==> src/hdl/lbus_cfg.svh <==
/*
  Offsets, field positions and reset values of the local bus setup and
  mailbox block.
  Assumes inclusion by bare name from the package, the checker and the bench.
*/
`ifndef LBUS_CFG_SVH
`define LBUS_CFG_SVH

// ==========================================================
// Register byte addresses
`define OFF_SETUP 12'h4fc
`define OFF_MAILBOX 12'h4f8
`define OFF_IRQ_STAT 12'h4f0
`define OFF_IRQ_MASK 12'h4f4

// ==========================================================
// Field positions
`define BIT_HOST_IRQ 24
`define BIT_WRAP_DIS 20
`define BIT_RDYIN_FALL 19
`define BIT_CS_POL 18
`define BIT_CS_FALL 17
`define BIT_RDYOUT_OE 16
`define BIT_XTND_RDY 15
`define BIT_BURST_STYLE 14
`define BIT_IRQ_POL 13
`define BIT_BURST_LAST_POLARITY 12
`define BIT_ADDR_LATCH_POLARITY 11
`define BIT_READY_OUTPUT_POLARITY 10
`define BIT_BW_HI 9
`define BIT_BW_LO 8
`define BIT_BURST_LAST_IN_MODE 7
`define BIT_BE_ENC 6
`define BIT_RW_HI 5
`define BIT_RW_LO 4
`define BIT_AS_POL 2
`define BIT_REG_DIN 1
`define BIT_REG_DOUT 0

// ==========================================================
// Reset values and masks
`define SETUP_RESET 32'h0001_0b50
`define SETUP_WMASK 32'h001f_fffd
`define SETUP_WMASK_LOW 32'h001f_ffff
`define MBOX_DATA_MASK 32'h0000_ffff
`define IRQ_EVT_W 2
`define ADDR_DEC_W 12

`endif

==> src/hdl/lbus_pkg.sv <==
/*
  Types shared by the local bus setup and mailbox block.
  Assumes lbus_cfg.svh is on the include path.
*/
package lbus_pkg;
  `include "lbus_cfg.svh"

  typedef struct packed {
    logic wrapDisable;
    logic readyInFall;
    logic chipChoosePolarity;
    logic chipChooseFall;
    logic readyOutTristate;
    logic extendedReadyOutput;
    logic interleavedBurst;
    logic irqPolarity;
    logic burstLastPolarity;
    logic addrLatchPolarity;
    logic readyOutputPolarity;
    logic [1:0] localBusWidth;
    logic burstLastMode;
    logic byteLaneEncoding;
    logic [1:0] rdWrPinMode;
    logic addrStrobePolarity;
    logic registeredDataIn;
    logic registeredDataOut;
  } setup_t;

  typedef struct packed {
    logic [15:0] data;
    logic hostIrq;
  } mailbox_t;

  typedef enum logic [1:0] {
    RW_DIR_READ = 2'b00,
    RW_DIR_WRITE = 2'b01,
    RW_STROBE = 2'b10
  } rw_mode_t;
endpackage

==> src/hdl/local_bus_config_mailbox.sv <==
/*
  Local bus setup register and local-to-host mailbox, reached over APB.
  Assumes a single 10 MHz clock, synchronous inputs and a host side that
  pulses hostIrqClear when its control register clears the mailbox event.
*/
// The APB interface to the registers was decided locally.
// What this block does
// [RQ1] Mailbox bit 24 write raises host interrupt
// [RQ2] Bit 24 is write only, reads zero
// [RQ3] Mailbox holds two bytes for host
// [RQ4] Bit 20 disables cache line wrapping
// [RQ5] Bit 19 selects ready-in sampling edge
// [RQ6] Bit 18 sets chip-choose active level
// [RQ7] Bit 17 selects chip-choose sampling edge
// [RQ8] Bit 16 tri-states ready-out when idle
// [RQ9] Bit 15 extends ready-out; not with mode
// [RQ10] Bit 14 selects linear or interleaved bursts
// [RQ11] Bit 13 sets local interrupt polarity
// [RQ12] Bits 12:10 set burst, latch, ready levels
// [RQ13] Bits 9:8 select local bus width
// [RQ14] Bit 7 sets burst-last interpretation
// [RQ15] Bits 5:4 set read/write pin meaning
// [RQ16] Bit 2 sets address strobe polarity
// [RQ17] Bit 1 delays write data capture
// [RQ18] Bit 0 delays read data output
// [RQ19] Reset loads defaults, clears mailbox; setupOut is zero in reset, defaults from the first clock after
`timescale 1ns/1ps
module local_bus_config_mailbox
  import lbus_pkg::*;
#(
  parameter int ADDR_W = 12
) (
  // Clock and reset
  input wire logic clk,
  input wire logic rst_n,
  // APB slave
  input wire logic psel,
  input wire logic penable,
  input wire logic pwrite,
  input wire logic [ADDR_W-1:0] paddr,
  input wire logic [31:0] pwdata,
  output logic [31:0] prdata,
  output logic pready,
  output logic pslverr,
  // Host side of the mailbox
  input wire logic hostIrqClear,
  output lbus_pkg::mailbox_t hostMailbox,
  // Decoded setup toward the local bus engine
  output lbus_pkg::setup_t setupOut,
  // Local interrupt
  output logic irqOut
);
  import lbus_pkg::*;

  // Decoder compares the low address bits only
  if (ADDR_W < `ADDR_DEC_W) begin : g_addr_check
    $error("ADDR_W must cover offset range");
  end

  // ==========================================================
  // Address decode
  // Side effects only at the edge that completes the transfer
  wire logic access = psel && penable && pready;
  wire logic answerNow = psel && penable && !pready;
  wire logic [`ADDR_DEC_W-1:0] addrLow = paddr[`ADDR_DEC_W-1:0];
  wire logic hitSetup = addrLow == `OFF_SETUP;
  wire logic hitMbox = addrLow == `OFF_MAILBOX;
  wire logic hitStat = addrLow == `OFF_IRQ_STAT;
  wire logic hitMask = addrLow == `OFF_IRQ_MASK;
  wire logic hitAny = hitSetup || hitMbox || hitStat || hitMask;
  wire logic wrSetup = access && pwrite && hitSetup;
  wire logic wrMbox = access && pwrite && hitMbox;
  wire logic wrMask = access && pwrite && hitMask;
  wire logic rdStat = access && !pwrite && hitStat;

  // ==========================================================
  // Registers
  logic [31:0] setup_r;
  logic [15:0] mboxData_r;
  logic hostIrq_r;
  logic [`IRQ_EVT_W-1:0] irqStat_r;
  logic [`IRQ_EVT_W-1:0] irqMask_r;

  // Write mask keeps reserved bits at zero; bit 3 is stored but feeds no field
  wire logic [31:0] setupWr = pwdata & `SETUP_WMASK_LOW;
  wire logic [31:0] setup_nxt = wrSetup ? setupWr : setup_r; // RQ4

  // Set wins over host clear so a fresh doorbell is never lost
  wire logic raiseHost = wrMbox && pwdata[`BIT_HOST_IRQ]; // RQ1
  wire logic hostIrq_nxt = raiseHost || (hostIrq_r && !hostIrqClear); // RQ1

  // Events: 0 = doorbell raised, 1 = host took it
  wire logic [`IRQ_EVT_W-1:0] evt = {hostIrq_r && hostIrqClear, raiseHost};
  // Read clears only the bits it returned; a later event stays pending
  wire logic [`IRQ_EVT_W-1:0] readBack = rdStat ? prdata[`IRQ_EVT_W-1:0] : '0;
  wire logic [`IRQ_EVT_W-1:0] irqStat_nxt;
  for (genvar i = 0; i < `IRQ_EVT_W; i++) begin : g_stat
    // Set wins over the read clear
    assign irqStat_nxt[i] = evt[i] || (irqStat_r[i] && !readBack[i]);
  end
  wire logic irqActive = |(irqStat_nxt & irqMask_r);

  always_ff @(posedge clk or negedge rst_n) begin
    if (!rst_n) begin
      setup_r <= `SETUP_RESET; // RQ19
      mboxData_r <= 16'h0000; // RQ19
      hostIrq_r <= 1'b0; // RQ19
      irqStat_r <= '0;
      irqMask_r <= '0;
    end else begin
      setup_r <= setup_nxt; // RQ5
      if (wrMbox) begin
        mboxData_r <= pwdata[15:0]; // RQ3
      end
      hostIrq_r <= hostIrq_nxt;
      irqStat_r <= irqStat_nxt;
      if (wrMask) begin
        irqMask_r <= pwdata[`IRQ_EVT_W-1:0];
      end
    end
  end

  // ==========================================================
  // Read mux
  wire logic [31:0] mboxRead = {16'h0000, mboxData_r}; // RQ2
  wire logic [31:0] rdData =
    hitSetup ? setup_r :
    hitMbox ? mboxRead :
    hitStat ? {{(32-`IRQ_EVT_W){1'b0}}, irqStat_r} :
    hitMask ? {{(32-`IRQ_EVT_W){1'b0}}, irqMask_r} : 32'h0000_0000;

  // ==========================================================
  // Outputs, all from flip-flops; APB answer with one wait state
  always_ff @(posedge clk or negedge rst_n) begin
    if (!rst_n) begin
      prdata <= 32'h0000_0000;
      pready <= 1'b0;
      pslverr <= 1'b0;
      hostMailbox <= '0;
      setupOut <= '0;
      // Inactive level of the default active-low polarity
      irqOut <= 1'b1; // RQ11
    end else begin
      // Ready one cycle into access phase
      pready <= answerNow;
      pslverr <= answerNow && !hitAny;
      prdata <= (answerNow && !pwrite) ? rdData : 32'h0000_0000;
      hostMailbox <= '{data: (wrMbox ? pwdata[15:0] : mboxData_r), hostIrq: hostIrq_nxt};
      setupOut <= '{
        wrapDisable: setup_nxt[`BIT_WRAP_DIS], // RQ4
        readyInFall: setup_nxt[`BIT_RDYIN_FALL], // RQ5
        chipChoosePolarity: setup_nxt[`BIT_CS_POL], // RQ6
        chipChooseFall: setup_nxt[`BIT_CS_FALL], // RQ7
        readyOutTristate: setup_nxt[`BIT_RDYOUT_OE], // RQ8
        // Forbidden combination with whole-burst mode is masked off
        extendedReadyOutput: setup_nxt[`BIT_XTND_RDY] && !setup_nxt[`BIT_BURST_LAST_IN_MODE], // RQ9
        interleavedBurst: setup_nxt[`BIT_BURST_STYLE], // RQ10
        irqPolarity: setup_nxt[`BIT_IRQ_POL], // RQ11
        burstLastPolarity: setup_nxt[`BIT_BURST_LAST_POLARITY], // RQ12
        addrLatchPolarity: setup_nxt[`BIT_ADDR_LATCH_POLARITY], // RQ12
        readyOutputPolarity: setup_nxt[`BIT_READY_OUTPUT_POLARITY], // RQ12
        localBusWidth: setup_nxt[`BIT_BW_HI:`BIT_BW_LO], // RQ13
        burstLastMode: setup_nxt[`BIT_BURST_LAST_IN_MODE], // RQ14
        byteLaneEncoding: setup_nxt[`BIT_BE_ENC],
        rdWrPinMode: setup_nxt[`BIT_RW_HI:`BIT_RW_LO], // RQ15
        addrStrobePolarity: setup_nxt[`BIT_AS_POL], // RQ16
        registeredDataIn: setup_nxt[`BIT_REG_DIN], // RQ17
        registeredDataOut: setup_nxt[`BIT_REG_DOUT] // RQ18
      };
      // Polarity of the local interrupt follows the setup bit
      irqOut <= irqActive ^ !setup_nxt[`BIT_IRQ_POL]; // RQ11
    end
  end
endmodule

==> config.mk <==
export PLATFORM = sky130hd
export DESIGN_NAME = local_bus_config_mailbox
export DESIGN_NICKNAME = d
export VERILOG_FILES = /design/src/hdl/lbus_pkg.sv /design/src/hdl/local_bus_config_mailbox.sv
export VERILOG_INCLUDE_DIRS = /design/src /design/src/hdl
export SDC_FILE = /design/constraint.sdc
export NUM_CORES = 1
export LEC_CHECK = 0
export ABC_AREA = 1
export BUFFER_PORTS_ARGS = -buffer_cell sky130_fd_sc_hd__buf_2
export CORE_ASPECT_RATIO = 0.75
export CORE_MARGIN = 2
export CORE_UTILIZATION = 41
export CTS_BUF_LIST = sky130_fd_sc_hd__clkbuf_16
export CTS_CLUSTER_DIAMETER = 30
export DETAILED_ROUTE_END_ITERATION = 10
export PLACE_DENSITY = 0.75
export REMOVE_ABC_BUFFERS = 1
export SETUP_SLACK_MARGIN = 0.05
export SYNTH_ARGS = -nofsm -noshare
export SYNTH_HDL_FRONTEND = slang
export SYNTH_SLANG_ARGS = --single-unit
==> constraint.sdc <==
create_clock -name clk -period 1.8 [get_ports clk]
set_input_delay 0.09 -clock clk [delete_from_list [all_inputs] [get_ports clk]]
set_output_delay 0.09 -clock clk [all_outputs]
set_load 0.02 [all_outputs]
==> impl_table.tex <==
\begin{tabular}{lr}
\hline
Metric & Value \\
\hline
\multicolumn{2}{l}{\textbf{Hold path}} \\
Class of the tightest hold or removal check & input port to flip-flop \\
Hold Crit Depth & 3 \\
Worst hold endpoint & pready \\
Startpoint of the most critical hold path & penable \\
\multicolumn{2}{l}{\textbf{Finish}} \\
Final standard cell count with taps included and fillers excluded & 543 \\
Most common library cell in the layout ignoring fill and taps & buf\_2 \\
Antenna cell count & 0 \\
Top library cells by usage in the layout, fill and taps aside & 100 x buf\_2, 76 x nand2\_1, 66 x dfrtp\_1 \\
Net count, final & 487 \\
Final instance area & 3985 µm² \\
Proportion of layout cells with a drive suffix above 1 & 33.71\% \\
Final Util & 53.86\% \\
Area growth from synthesis to final layout & 26.04\% \\
\multicolumn{2}{l}{\textbf{Flow run}} \\
Max-capacitance violation count & 0 \\
\multicolumn{2}{l}{\textbf{Timing}} \\
Worst hold slack & 11.06 ps \\
Final worst-path cycle share & 85.89\% \\
Achievable Freq & 0.6468 GHz \\
Final setup vio count & 0 \\
Layout Skew & 6.523 ps \\
Unrepaired setup endpoints after global routing & true \\
Total Neg Setup Slack & 0 ps \\
Post-route minimum period & 1546 ps \\
Final worst slack & 254.0 ps \\
Final count of hold timing violations & 0 \\
Final Max Slew Viols & 0 \\
\multicolumn{2}{l}{\textbf{Critical path}} \\
Internal reg-to-reg setup slack & 250 ps \\
Arrival time at the worst endpoint & 1760 ps \\
Setup crit start kind & flip-flop \\
Critical setup path kind & flip-flop to flip-flop \\
Crit path buf inv count & 1 \\
Critical path required time & 2010 ps \\
Cell-by-cell trace of the critical path & nand3\_1, nor2\_1, buf\_4, nand2\_2, o21ai\_0 \\
Max stage delay cell, worst path & dfrtp\_1 \\
Kind of cell with the highest combined delay on the critical path & simple AND/OR/NAND/NOR gates \\
Largest stage delay, worst path & 370 ps \\
End of the worst register-to-register path & setupOut[5] \\
Largest fanout on the critical path & 26 \\
Worst setup EP type & flip-flop \\
Launch instance of the worst register-to-register path & pready \\
Reg2reg path depth & 5 \\
\multicolumn{2}{l}{\textbf{Route}} \\
Routed vias & 2467 \\
Post-DRT Antenna Nets & 0 \\
Routed length per placed instance & 13.02 µm \\
Ratio of routed vias to standard cells & 4.543 \\
Violation count after the first detailed-routing iteration & 111 \\
First-pass detailed-route iteration total & 4 \\
Remaining routing DRC violations & 0 \\
Total wire length & 7069 µm \\
\multicolumn{2}{l}{\textbf{Yosys}} \\
FF+latch count, synth & 73 \\
Number of instances in the synthesized netlist & 338 \\
YS warnings & 0 \\
Mean instance size in the synthesized netlist & 9.354 µm² \\
Area of the mapped netlist & 3162 µm² \\
Top cells by area, synth & dfrtp\_1 52\%, nand2\_1 9.0\%, buf\_4 6.2\% \\
Synth cell types & 27 \\
Area share of the leading cell type in the synthesized netlist & 52.24\% \\
Cell accounting for the most synthesized area & dfrtp\_1 \\
Register area share after synthesis & 58.05\% \\
\multicolumn{2}{l}{\textbf{Die}} \\
Std-Cell Core Area & 7398 µm² \\
Core Rows & 27 \\
Die extent in x & 105.4 µm \\
Overall die area & 8437 µm² \\
IO Count & 122 \\
Initial core utilization & 42.74\% \\
Die boundary height & 80.05 µm \\
\multicolumn{2}{l}{\textbf{Place}} \\
Total placed cells including tap cells & 525 \\
Placement Setup Slack & 12.54 ps \\
Placed wire-length estimate after detailed placement & 5058 µm \\
Routability cong. & 0.8355 \\
Post-place instance area & 3669 µm² \\
Number of buffers inserted by port buffering & 100 \\
\multicolumn{2}{l}{\textbf{Power and ir drop}} \\
VDD IR-drop max & 0.0004983 V \\
Total power per unit cell area & 892.2 nW/µm² \\
Tot Pwr & 3.556 mW \\
Leakage & 2.201 nW \\
\multicolumn{2}{l}{\textbf{GRT}} \\
Fraction of met3 tracks used by global routing & 7.386\% \\
Number of global-route vias before repair & 2441 \\
Total grt overflow & 0 \\
Pin count of the biggest net entering global routing & 74 \\
GRT Total Usage & 17.69\% \\
Wire length of the first global-routing pass & 11430 µm \\
Global route hottest layer & met2 \\
GR met2 Demand/Resource & 28.52\% \\
Met1 routing resource usage after global routing & 22.48\% \\
Antenna violations before repair & 0 \\
\multicolumn{2}{l}{\textbf{Clock network}} \\
Number of levels in the clock H-tree & 3 \\
TritonCTS clock tree & built \\
Sink Count & 73 \\
TritonCTS buffer count & 9 \\
Clock slew seen by the registers of the worst setup and hold paths & 60 ps \\
CTS Root Cell & clkbuf\_16 \\
Clock network latency to the later pin of the worst-skew pair & 320 ps \\
Buffers from clock root to sink, at most & 2 \\
Post-CTS Repair Setup Buffers & 0 \\
\multicolumn{2}{l}{\textbf{Run status}} \\
Outcome & completed \\
\hline
\end{tabular}
==> sequential cells by signal, summed over array words and instances (netlist names) <==
signal       count
irqMask_r        2
irqStat_r        2
prdata          21
setupOut         7
pready           1
hostMailbox     17
irqOut           1
pslverr          1
setup_r         21
==> worst max path at each step <==
| stage | startpoint | to | slack, ps | depth (start not counted) |
|---|---|---|---|---|
| after floorplan | paddr[11] | hostMailbox[10] | -30 | 9 |
| after CTS | pready | setupOut[3] | 210 | 5 |
| after global routing | pready | setupOut[10] | 40 | 5 |
| after detailed placement | paddr[1] | setupOut[3] | 10 | 7 |
| final | pready | setupOut[5] | 250 | 5 |
| after global placement | paddr[1] | setupOut[7] | 110 | 7 |
==> cells by family (layout without fill, tap and decap cells) <==
kind of cell	after synthesis	count (layout)	share of synthesized area [%]
AND/OR/NAND/NOR	131	131	18.40
buffers and inverters	75	169	12.86
flip-flops	73	73	58.05
other	1	11	0.1186
AO/OA/AOI/OAI	58	58	10.57
==> layout make-up <==
class,instances,area (µm²)
fill,660,3413
sequential,73,1836
multi-input combinational,200,957.2
timing repair buffer,114,623.1
clock buffer,9,225.2
inverter,39,146.4
tap,101,126.4
clock inverter,7,71.32
==> tightest hold or removal path: stages <==
cell,delay (ps)
buf_2,100
nand2_1,50
nor2_1,50
==> timing repair <==
action	CTS	global route
hold buffers	2	0
endpoints found under the setup margin	0	6
resized for setup	0	2
hold endpoints to repair	67	0
==> where the power goes <==
group | total, mW | switching, mW | internal (mW) | leakage [nW]
sequential | 1.65 | 0.00308 | 1.65 | 0.960
clock | 1.74 | 0.664 | 1.07 | 0.143
combinational | 0.170 | 0.116 | 0.0544 | 1.10
==> synth_stat cells, drive strengths merged <==
cell type and n:
nand2 79, dfrtp 66, inv 38, o21ai 35, buf 33, a21oi 21
nand3 20, nor2 20, dfstp 7, nor3 7, clkbuf 3, nand4 3
and2b 1, clkinv 1, conb 1, nor4 1, o2111a 1, o2111ai 1
==> routing by layer <==
metal  up-vias  wire length, µm
met3         7              623
met4         0               41
met1      1132             3214
met5         -                0
li1       1234                -
met2        94             3190
No activity file was read; power rests on OpenSTA's default activity.
